==> src/pam_pkg.sv <==
// Package of constants and helper functions for the port A pin-function multiplexer.
package pam_pkg;

  // ---------------------------------------------------------------------------
  // Register byte offsets on the APB slave
  // ---------------------------------------------------------------------------
  localparam logic [11:0] OFF_DIR = 12'h000;
  localparam logic [11:0] OFF_LATCH = 12'h004;
  localparam logic [11:0] OFF_READBACK = 12'h008;
  localparam logic [11:0] OFF_ALT_SEL = 12'h00C;
  localparam logic [11:0] OFF_PORT_FUNCTION_CTRL_REG = 12'h010;

  // ---------------------------------------------------------------------------
  // Field positions and reset values
  // ---------------------------------------------------------------------------
  localparam int ALT_CH1A_BIT = 0;
  localparam int CS_EN_BIT = 0;
  localparam logic [7:0] DIR_RST = 8'h00;
  localparam logic [7:0] LATCH_RST = 8'h00;
  localparam logic [7:0] ALT_RST = 8'h00;
  localparam logic [7:0] PORT_FUNCTION_CTRL_REG_RST = 8'h00;

  // ---------------------------------------------------------------------------
  // Pulse-unit and timer-connection codes
  // ---------------------------------------------------------------------------
  localparam logic [3:0] MD_NORMAL = 4'h0;
  localparam logic [1:0] MD_COMPARE_HI = 2'h1;
  localparam logic [3:0] MD_PWM1 = 4'h2;
  localparam logic [3:0] MD_PWM2 = 4'h3;
  localparam logic [1:0] IOA_CAPTURE_HI = 2'h2;
  localparam logic [1:0] CCLR_PWM2_OFF = 2'h1;
  localparam logic [1:0] SYNC_FEEDBACK = 2'h0;

  typedef logic [7:0] pam_byte_t;

  // Channel mode is normal (B'0000) or B'01xx: compare and capture both use it.
  function automatic logic pam_md_compare(input logic [3:0] md);
    return (md == MD_NORMAL) || (md[3:2] == MD_COMPARE_HI);
  endfunction

  // A-side I/O code whose low two bits are non-zero asks for an output.
  function automatic logic pam_ioa_drives(input logic [3:0] ioa);
    return ioa[1:0] != 2'h0;
  endfunction

endpackage

==> src/pam_mux_if.sv <==
// Interface carrying control and pin signals between the top and its two mux slices.
`timescale 1ns/10ps
interface pam_mux_if;
  logic [7:0] dir;
  logic [7:0] latch;
  logic [7:0] pin_in;
  logic expanded, cs_en, alt_sel, cs_out, pulse_a_out;
  logic [3:0] md, ioa;
  logic [1:0] cclr, sync_mode;
  logic p7_out, p7_oe, pulse_a_in, ch1b_disable;
  logic cks_hi, cks_lo, cap_b_en, cap_c_en, cmp_b_en, cmp_b_out;
  logic clamp_en, clamp_val, blank_en, blank_val;
  logic [3:0] lo_out, lo_oe;
  logic ext_clk_in, cap_b_in, cap_c_in, hfb_in, vfb_in;

  modport ctl (output dir, latch, pin_in, expanded, cs_en, alt_sel, cs_out, pulse_a_out,
    md, ioa, cclr, sync_mode, cks_hi, cks_lo, cap_b_en, cap_c_en, cmp_b_en, cmp_b_out,
    clamp_en, clamp_val, blank_en, blank_val,
    input p7_out, p7_oe, pulse_a_in, ch1b_disable, lo_out, lo_oe,
    ext_clk_in, cap_b_in, cap_c_in, hfb_in, vfb_in);
  modport p7 (input dir, latch, pin_in, expanded, cs_en, alt_sel, cs_out, pulse_a_out,
    md, ioa, cclr, output p7_out, p7_oe, pulse_a_in, ch1b_disable);
  modport lo (input dir, latch, pin_in, sync_mode, cks_hi, cks_lo, cap_b_en, cap_c_en,
    cmp_b_en, cmp_b_out, clamp_en, clamp_val, blank_en, blank_val,
    output lo_out, lo_oe, ext_clk_in, cap_b_in, cap_c_in, hfb_in, vfb_in);
endinterface

==> src/pam_pin7_mux.sv <==
// Function selection for pin 7: chip select, pulse-unit channel 1 A, or general I/O.
`timescale 1ns/10ps
module pam_pin7_mux (
  // Mux carrier
  pam_mux_if.p7 mx
);
  import pam_pkg::*;

  logic cmp_sel, pwm1_sel, pwm2_sel, cap_sel, pulse_drive;

  // Decode of the channel settings; nothing reaches the pin without the alternate select.
  always_comb begin
    cmp_sel = mx.alt_sel && pam_md_compare(mx.md) && !mx.ioa[3] && pam_ioa_drives(mx.ioa);
    pwm1_sel = mx.alt_sel && (mx.md == MD_PWM1) && pam_ioa_drives(mx.ioa);
    pwm2_sel = mx.alt_sel && (mx.md == MD_PWM2) && pam_ioa_drives(mx.ioa)
      && (mx.cclr != CCLR_PWM2_OFF);
    cap_sel = mx.alt_sel && pam_md_compare(mx.md) && (mx.ioa[3:2] == IOA_CAPTURE_HI);
    pulse_drive = cmp_sel || pwm1_sel || pwm2_sel;
  end

  // Chip select wins in expanded mode with its enable set; otherwise the pulse output overrides the direction.
  always_comb begin
    if (mx.expanded && mx.cs_en) begin
      mx.p7_out = mx.cs_out;
      mx.p7_oe = 1'b1;
    end else if (pulse_drive) begin
      mx.p7_out = mx.pulse_a_out;
      mx.p7_oe = 1'b1;
    end else begin
      mx.p7_out = mx.latch[7];
      mx.p7_oe = mx.dir[7];
    end
  end

  // Capture samples the pin even while chip select drives it.
  assign mx.pulse_a_in = cap_sel ? mx.pin_in[7] : 1'b0;
  // Channel B output is held off while channel A runs PWM mode 1.
  assign mx.ch1b_disable = pwm1_sel;

endmodule // pam_pin7_mux

==> src/pam_pins_lo_mux.sv <==
// Function selection for pins 6 to 3: timer inputs, clamp, blanking and compare outputs.
`timescale 1ns/10ps
module pam_pins_lo_mux (
  // Mux carrier
  pam_mux_if.lo mx
);
  import pam_pkg::*;

  logic sync_fb;
  logic pin3_out, pin3_oe;

  assign sync_fb = (mx.sync_mode == SYNC_FEEDBACK);

  // Pins 6 and 5 stay general I/O; their peripheral taps only listen.
  assign mx.lo_out[3:2] = mx.latch[6:5];
  assign mx.lo_oe[3:2] = mx.dir[6:5];

  // Clamp output takes pin 4 regardless of the direction bit.
  assign mx.lo_out[1] = mx.clamp_en ? mx.clamp_val : mx.latch[4];
  assign mx.lo_oe[1] = mx.clamp_en | mx.dir[4];

  // Pin 3 priority: blanking, then compare B, then general I/O.
  // Local nets keep the process from sharing the carrier vector with the assigns.
  always_comb begin
    if (mx.blank_en) begin
      pin3_out = mx.blank_val;
      pin3_oe = 1'b1;
    end else if (mx.cmp_b_en) begin
      pin3_out = mx.cmp_b_out;
      pin3_oe = 1'b1;
    end else begin
      pin3_out = mx.latch[3];
      pin3_oe = mx.dir[3];
    end
  end

  assign mx.lo_out[0] = pin3_out;
  assign mx.lo_oe[0] = pin3_oe;

  // Inputs read the pin level in either direction; unrouted taps rest low.
  assign mx.ext_clk_in = (mx.cks_hi && mx.cks_lo) ? mx.pin_in[6] : 1'b0;
  assign mx.hfb_in = sync_fb ? mx.pin_in[6] : 1'b0;
  assign mx.cap_b_in = mx.cap_b_en ? mx.pin_in[5] : 1'b0;
  assign mx.vfb_in = sync_fb ? mx.pin_in[5] : 1'b0;
  assign mx.cap_c_in = mx.cap_c_en ? mx.pin_in[4] : 1'b0;

endmodule // pam_pins_lo_mux

==> src/pam_port_a.sv <==
// Port A top: APB register file, pin readback and the upper-pin function multiplexer.
//
// Function
// - readback gives latch if output, else pin
// - readback register is read-only, writes ignored
// - readback has no reset value, follows pins
// - expanded mode with enable: pin 7 chip select
// - single-chip, no alternate: pin 7 general I/O
// - pulse function on pin 7 needs alternate select
// - compare settings drive compare output on pin 7
// - PWM modes drive pin 7, mode 2 not with counter clear 01; B output off in mode 1 only
// - capture settings route pin 7 to capture
// - chip-select enable lives in function control register
// - pin 6 general I/O, feeds timer clock
// - sync mode 00 routes pin 6 to horizontal
// - pin 5 general I/O, feeds capture B
// - sync mode 00 routes pin 5 to vertical
// - clamp enable drives clamp on pin 4
// - capture C enable routes pin 4 input
// - pin 3: blank, compare B, else I/O
// - direction bit 1 output, 0 input; resets 0
// - output latch read/write, resets to 0
//
// The placing of the registers and the APB slave port were chosen for this implementation.
`timescale 1ns/10ps
module pam_port_a (
  // Clock and reset
  input wire logic pclk,
  input wire logic presetn,
  // APB slave
  input wire logic psel,
  input wire logic penable,
  input wire logic pwrite,
  input wire logic [11:0] paddr,
  input wire logic [31:0] pwdata,
  output logic [31:0] prdata,
  output logic pready,
  output logic pslverr,
  // Port pins
  input wire pam_pkg::pam_byte_t pin_in,
  output pam_pkg::pam_byte_t pin_out,
  output pam_pkg::pam_byte_t pin_oe,
  // Bus controller
  input wire logic expanded_bus_mode,
  input wire logic chip_select_out,
  // Pulse unit channel 1
  input wire logic [3:0] channel_mode_field,
  input wire logic [3:0] chan_a_io_control,
  input wire logic [1:0] counter_clear_select,
  input wire logic alt_pulse_ch1a_out,
  output logic alt_pulse_ch1a_in,
  output logic pulse_ch1b_out_disable,
  // Free-running timer 0
  input wire logic frt_clock_select_hi,
  input wire logic frt_clock_select_lo,
  input wire logic capture_b_irq_enable,
  input wire logic capture_c_irq_enable,
  input wire logic compare_b_out_enable,
  input wire logic frt_compare_b_out,
  output logic frt_ext_clock_in,
  output logic frt_capture_b_in,
  output logic frt_capture_c_in,
  // Timer connection
  input wire logic sync_input_mode_hi,
  input wire logic sync_input_mode_lo,
  input wire logic clamp_out_enable,
  input wire logic clamp_out,
  input wire logic blank_out_enable,
  input wire logic blanking_out,
  output logic horiz_feedback_in,
  output logic vert_feedback_in
);
  import pam_pkg::*;

  // ---------------------------------------------------------------------------
  // Register state
  // ---------------------------------------------------------------------------
  pam_byte_t dir_ff;
  pam_byte_t latch_ff;
  pam_byte_t alt_pin_select_reg_ff;
  pam_byte_t port_function_ctrl_reg_ff;
  logic [31:0] prdata_ff;
  pam_byte_t pin_readback_reg;
  logic wr_access, rd_setup, addr_mapped;

  pam_mux_if mx ();

  // ---------------------------------------------------------------------------
  // APB decode
  // ---------------------------------------------------------------------------

  // The slave never waits, so a write lands on the first access edge.
  assign wr_access = psel && penable && pwrite;
  assign rd_setup = psel && !penable && !pwrite;
  assign pready = 1'b1;

  // Only the five mapped words answer without error.
  always_comb begin
    unique case (paddr)
      OFF_DIR, OFF_LATCH, OFF_READBACK, OFF_ALT_SEL, OFF_PORT_FUNCTION_CTRL_REG: addr_mapped = 1'b1;
      default: addr_mapped = 1'b0;
    endcase
  end

  assign pslverr = psel && penable && !addr_mapped;

  // ---------------------------------------------------------------------------
  // Writable registers
  // ---------------------------------------------------------------------------

  // Direction bits pick output or input while general I/O is selected.
  always_ff @(posedge pclk or negedge presetn) begin
    if (!presetn) begin
      dir_ff <= DIR_RST;
    end else if (wr_access && paddr == OFF_DIR) begin
      dir_ff <= pwdata[7:0];
    end
  end

  // Output latch holds the level for every pin used as a general output.
  always_ff @(posedge pclk or negedge presetn) begin
    if (!presetn) begin
      latch_ff <= LATCH_RST;
    end else if (wr_access && paddr == OFF_LATCH) begin
      latch_ff <= pwdata[7:0];
    end
  end

  // Alternate pin select; only the channel 1 A bit is used by this port.
  always_ff @(posedge pclk or negedge presetn) begin
    if (!presetn) begin
      alt_pin_select_reg_ff <= ALT_RST;
    end else if (wr_access && paddr == OFF_ALT_SEL) begin
      alt_pin_select_reg_ff <= pwdata[7:0];
    end
  end

  // Function control register carrying the pin 7 chip-select enable.
  always_ff @(posedge pclk or negedge presetn) begin
    if (!presetn) begin
      port_function_ctrl_reg_ff <= PORT_FUNCTION_CTRL_REG_RST;
    end else if (wr_access && paddr == OFF_PORT_FUNCTION_CTRL_REG) begin
      port_function_ctrl_reg_ff <= pwdata[7:0];
    end
  end

  // ---------------------------------------------------------------------------
  // Readback and read data
  // ---------------------------------------------------------------------------

  // Mixed value has no flops of its own, so it simply follows the pins after reset.
  assign pin_readback_reg = (dir_ff & latch_ff) | (~dir_ff & pin_in);

  // Read data is captured in the setup cycle so prdata is stable for the access cycle.
  // A write to the readback offset falls through every write decoder untouched.
  always_ff @(posedge pclk or negedge presetn) begin
    if (!presetn) begin
      prdata_ff <= 32'h0000_0000;
    end else if (rd_setup) begin
      unique case (paddr)
        OFF_DIR: prdata_ff <= {24'h00_0000, dir_ff};
        OFF_LATCH: prdata_ff <= {24'h00_0000, latch_ff};
        OFF_READBACK: prdata_ff <= {24'h00_0000, pin_readback_reg};
        OFF_ALT_SEL: prdata_ff <= {24'h00_0000, alt_pin_select_reg_ff};
        OFF_PORT_FUNCTION_CTRL_REG: prdata_ff <= {24'h00_0000, port_function_ctrl_reg_ff};
        default: prdata_ff <= 32'h0000_0000;
      endcase
    end
  end

  assign prdata = prdata_ff;

  // ---------------------------------------------------------------------------
  // Mux carrier wiring
  // ---------------------------------------------------------------------------
  assign mx.dir = dir_ff;
  assign mx.latch = latch_ff;
  assign mx.pin_in = pin_in;
  assign mx.expanded = expanded_bus_mode;
  assign mx.cs_en = port_function_ctrl_reg_ff[CS_EN_BIT];
  assign mx.alt_sel = alt_pin_select_reg_ff[ALT_CH1A_BIT];
  assign mx.cs_out = chip_select_out;
  assign mx.pulse_a_out = alt_pulse_ch1a_out;
  assign mx.md = channel_mode_field;
  assign mx.ioa = chan_a_io_control;
  assign mx.cclr = counter_clear_select;
  assign mx.sync_mode = {sync_input_mode_hi, sync_input_mode_lo};
  assign mx.cks_hi = frt_clock_select_hi;
  assign mx.cks_lo = frt_clock_select_lo;
  assign mx.cap_b_en = capture_b_irq_enable;
  assign mx.cap_c_en = capture_c_irq_enable;
  assign mx.cmp_b_en = compare_b_out_enable;
  assign mx.cmp_b_out = frt_compare_b_out;
  assign mx.clamp_en = clamp_out_enable;
  assign mx.clamp_val = clamp_out;
  assign mx.blank_en = blank_out_enable;
  assign mx.blank_val = blanking_out;

  // Pin 7 slice.
  pam_pin7_mux u_pin7 (
    .mx(mx.p7)
  );

  // Pins 6 to 3 slice.
  pam_pins_lo_mux u_pins_lo (
    .mx(mx.lo)
  );

  // ---------------------------------------------------------------------------
  // Pin and peripheral outputs
  // ---------------------------------------------------------------------------

  // Lower three pins are plain I/O here; their own functions sit elsewhere.
  assign pin_out = {mx.p7_out, mx.lo_out, latch_ff[2:0]};
  assign pin_oe = {mx.p7_oe, mx.lo_oe, dir_ff[2:0]};
  assign alt_pulse_ch1a_in = mx.pulse_a_in;
  assign pulse_ch1b_out_disable = mx.ch1b_disable;
  assign frt_ext_clock_in = mx.ext_clk_in;
  assign frt_capture_b_in = mx.cap_b_in;
  assign frt_capture_c_in = mx.cap_c_in;
  assign horiz_feedback_in = mx.hfb_in;
  assign vert_feedback_in = mx.vfb_in;

  logic single_gpio7;
  assign single_gpio7 = !(expanded_bus_mode && port_function_ctrl_reg_ff[CS_EN_BIT])
    && !alt_pin_select_reg_ff[ALT_CH1A_BIT];
endmodule // pam_port_a

==> config.mk <==
export PLATFORM = sky130hd
export DESIGN_NAME = pam_port_a
export DESIGN_NICKNAME = d
export VERILOG_FILES = /design/src/pam_pkg.sv /design/src/pam_mux_if.sv /design/src/pam_pin7_mux.sv /design/src/pam_pins_lo_mux.sv /design/src/pam_port_a.sv
export SDC_FILE = /design/constraint.sdc
export NUM_CORES = 1
export LEC_CHECK = 0
export ABC_AREA = 1
export ABC_CLOCK_PERIOD_IN_PS = 3000
export BUFFER_PORTS_ARGS = -buffer_cell sky130_fd_sc_hd__buf_2
export CAP_MARGIN = 40
export CORE_MARGIN = 2
export CORE_UTILIZATION = 50
export CTS_CLUSTER_DIAMETER = 30
export DETAILED_ROUTE_END_ITERATION = 6
export GPL_TIMING_DRIVEN = 0
export PLACE_DENSITY = 0.9
export SLEW_MARGIN = 20
export SYNTH_ARGS = -nofsm -noshare
export SYNTH_HDL_FRONTEND = slang
export SYNTH_SLANG_ARGS = --single-unit
==> constraint.sdc <==
create_clock -name pclk -period 3 [get_ports pclk]
set_input_delay 0.15 -clock pclk [delete_from_list [all_inputs] [get_ports pclk]]
set_output_delay 0.15 -clock pclk [all_outputs]
set_load 0.05 [all_outputs]
==> results.toml <==
[synth]
yosysWarnings = 0
syn_inst = 387
syn_area_per_cell_um2 = 7.11
synth_area_um2 = 2750
seq_area_frac_synth_pct = 36.4
synth-seq-cells = 40
synth_cell_type_count = 27

[place]
place_area_um2 = 3400
gp_congestion = 0.866
port_buffers = 89
place_hpwl_um = 5500

[timing]
hold_viol = 0
finalClockSkew_ns = 0.00747
fin_tns_setup_ns = 0
max_freq_mhz = 538
finalSetupViolCount = 0
period_minus_slack_ns = 1.86
slew_violations = 0
tightest_slew_ns = 0.505
max-slew-margin-rel_pct = 66.2
min_period_over_period_pct = 62.0
rsz0062_at_grt = "false"

[route]
antenna_left = 0
avgViaCountPerCell = 4.92
drc = 0
drtPass1Iterations = 5
routedWlPerCell_um = 12.3
dr.first_iter.drc_count = 219
wirelength_um = 7120
num_vias = 2858

[pwr]
p_leak_nw = 2.06
vdd_drop_max_v = 0.000246
p_per_area_nw_per_um2 = 386

[clock_network]
cts_tree = "done"
cts-resized-gates = 0
clock-sinks = 40
clkLatencyLatePin_ns = 0.30
cts_made_buffers = 5
cts_root_buf = "clkbuf_8"
clk_pin_slew_ns = 0.08
clk_path_buf_depth = 2
cts.htree.levels = 2

[floorplan]
coreArea_um2 = 5410
top_level_ports = 139
fp.dieArea_um2 = 6110
start_util_pct = 50.9
num_rows = 27
die_x_um = 78.2
die_h_um = 78.2

[worst_setup_path]
startpoint_type = "flip-flop"
crit_arrival_ns = 1.71
cp_max_fo = 3
critical_path_class = "reg -> out"
crit_required_ns = 2.85
end_kind = "output pin"

[grt]
grt-ovfl-total = 0
antenna_found_initial = 0
grt_max_degree = 24
grt_pass1_vias = 2653
grt_pass1_wl_um = 11600
track_usage_pct = 23.5

[flow_run]
maxCapViolCount = 0

[finish]
diodes = 0
drive_above_1_share_pct = 34.0
fin_area_um2 = 3520
fin_nets = 590
synthToLayoutAreaGrowth_pct = 28.0

[outcome]
status = "finished, final reports clean"

[hold_path]
min_path_type = "in -> reg"
[registers in the layout (all words and copies together), names as in the netlist]
register and cells:
alt_pin_select_reg_ff 8, dir_ff 8, prdata 8, latch_ff 8, port_function_ctrl_reg_ff 8
[per-stage QoR]
| step | worst slack [ns] | instances | total power, mW | util, % | hold WS (ns) |
|---|---|---|---|---|---|
| after floorplan | 0.809 | 410 | 0.826 | - | -0.146 |
| after global placement | 1.43 | 571 | 0.914 | 62.4 | 0.313 |
| after detailed placement | 1.44 | 572 | 0.923 | 62.9 | 0.125 |
| after CTS | 1.14 | 581 | 1.36 | 65.2 | 0.0757 |
| after global routing | 0.942 | 581 | 1.40 | 65.2 | 0.0898 |
| final | 1.14 | 581 | 1.36 | 65.2 | 0.0772 |
[power breakdown]
group,switching [mW],internal (mW)
clock network,0.197,0.246
registers,0.00765,0.556
logic,0.247,0.105
total,0.452,0.908
[final timing paths]
check / from / endpoint / slack [ns] / depth (start not counted)
max: alt_pin_select_reg_ff[0] / pin_out[7] / 1.14 / 8
max reg2reg: dir_ff[5] / prdata[5] / 1.88 / 5
min: pwdata[6] / alt_pin_select_reg_ff[6] / 0.08 / 3
max in group asynchronous: presetn / port_function_ctrl_reg_ff[0] / 2.20 / 3
min reg2reg: latch_ff[4] / latch_ff[4] / 0.50 / 2
min in group asynchronous: presetn / prdata[4] / 0.34 / 2
[critical path: stages (launching register included)]
cell	delay, ns
dfrtp_1	0.39
nand2_1	0.08
nor3_1	0.21
nand3_1	0.16
nand3_1	0.11
nand3_1	0.07
nand2_1	0.06
buf_4	0.09
buf_2	0.24
[timing repair]
action,4_1_cts,5_1_grt
hold buffers,1,0
endpoints found under the hold margin,17,0
setup buffers,0,0
[synth_stat cells]
cell      instances  area (µm²)
o21ai_2           2        17.5
nor4_1            1        6.26
nor2_2            3        18.8
inv_1            65         244
or2_2            10        62.6
nor3_1            4        20.0
dfrtp_1          40        1000
nand2_2           7        43.8
buf_4            39         293
nor2_4            4        45.0
conb_1            2        7.51
nand3_1          39         195
o21bai_1          6        45.0
nor2_1           21        78.8
o21ai_0          18        90.1
o21a_1            3        22.5
nand4_1           1        6.26
and2_2            1        7.51
nor3_4            1        16.3
and2_1            1        6.26
o211ai_1          1        7.51
a21oi_1          10        50.1
nand3b_1          1        7.51
o21ai_1          18        90.1
buf_2             4        20.0
nand2_1          81         304
buf_6             4        45.0
[cells by family after synthesis]
group           count (synthesis)  synth area share, %
other cells                     2                0.273
flops                          40                 36.4
compound gates                 58                 11.7
simple gates                  175                 29.7
buf+inv                       112                 21.9
[layout by cell type, fill, tap and decap left out]
| master | netlist | final |
|---|---|---|
| a21oi_1 | 10 | 10 |
| and2_1 | 1 | 1 |
| and2_2 | 1 | 1 |
| buf_16 | 0 | 1 |
| buf_2 | 4 | 93 |
| buf_4 | 39 | 39 |
| buf_6 | 4 | 4 |
| bufinv_16 | 0 | 1 |
| clkbuf_8 | 0 | 5 |
| clkinv_2 | 0 | 1 |
| clkinvlp_4 | 0 | 1 |
| conb_1 | 2 | 25 |
| dfrtp_1 | 40 | 40 |
| dlygate4sd3_1 | 0 | 1 |
| inv_1 | 65 | 65 |
| nand2_1 | 81 | 81 |
| nand2_2 | 7 | 7 |
| nand3_1 | 39 | 39 |
| nand3b_1 | 1 | 1 |
| nand4_1 | 1 | 1 |
| nor2_1 | 21 | 21 |
| nor2_2 | 3 | 3 |
| nor2_4 | 4 | 4 |
| nor3_1 | 4 | 4 |
| nor3_4 | 1 | 1 |
| nor4_1 | 1 | 1 |
| o211ai_1 | 1 | 1 |
| o21a_1 | 3 | 3 |
| o21ai_0 | 18 | 18 |
| o21ai_1 | 18 | 18 |
| o21ai_2 | 2 | 2 |
| o21bai_1 | 6 | 6 |
| or2_2 | 10 | 10 |
[metal layers]
layer	vias up	GRT usage, %	wire length (µm)
met4	0	10.7	139
met2	149	39.7	3550
met5	-	0	0
met1	1309	30.1	2830
met3	16	3.10	594
li1	1384	-	-
[layout make-up]
class | instances | area, µm²
Fill cell | 458 | 1880
Multi-Input combinational cell | 258 | 1230
Sequential cell | 40 | 1000
Timing Repair Buffer | 91 | 483
Buffer | 47 | 358
Inverter | 65 | 244
Tap cell | 72 | 90.1
Clock buffer | 5 | 68.8
Clock inverter | 3 | 42.5
Note: power is estimated with default switching activity, not from simulation.
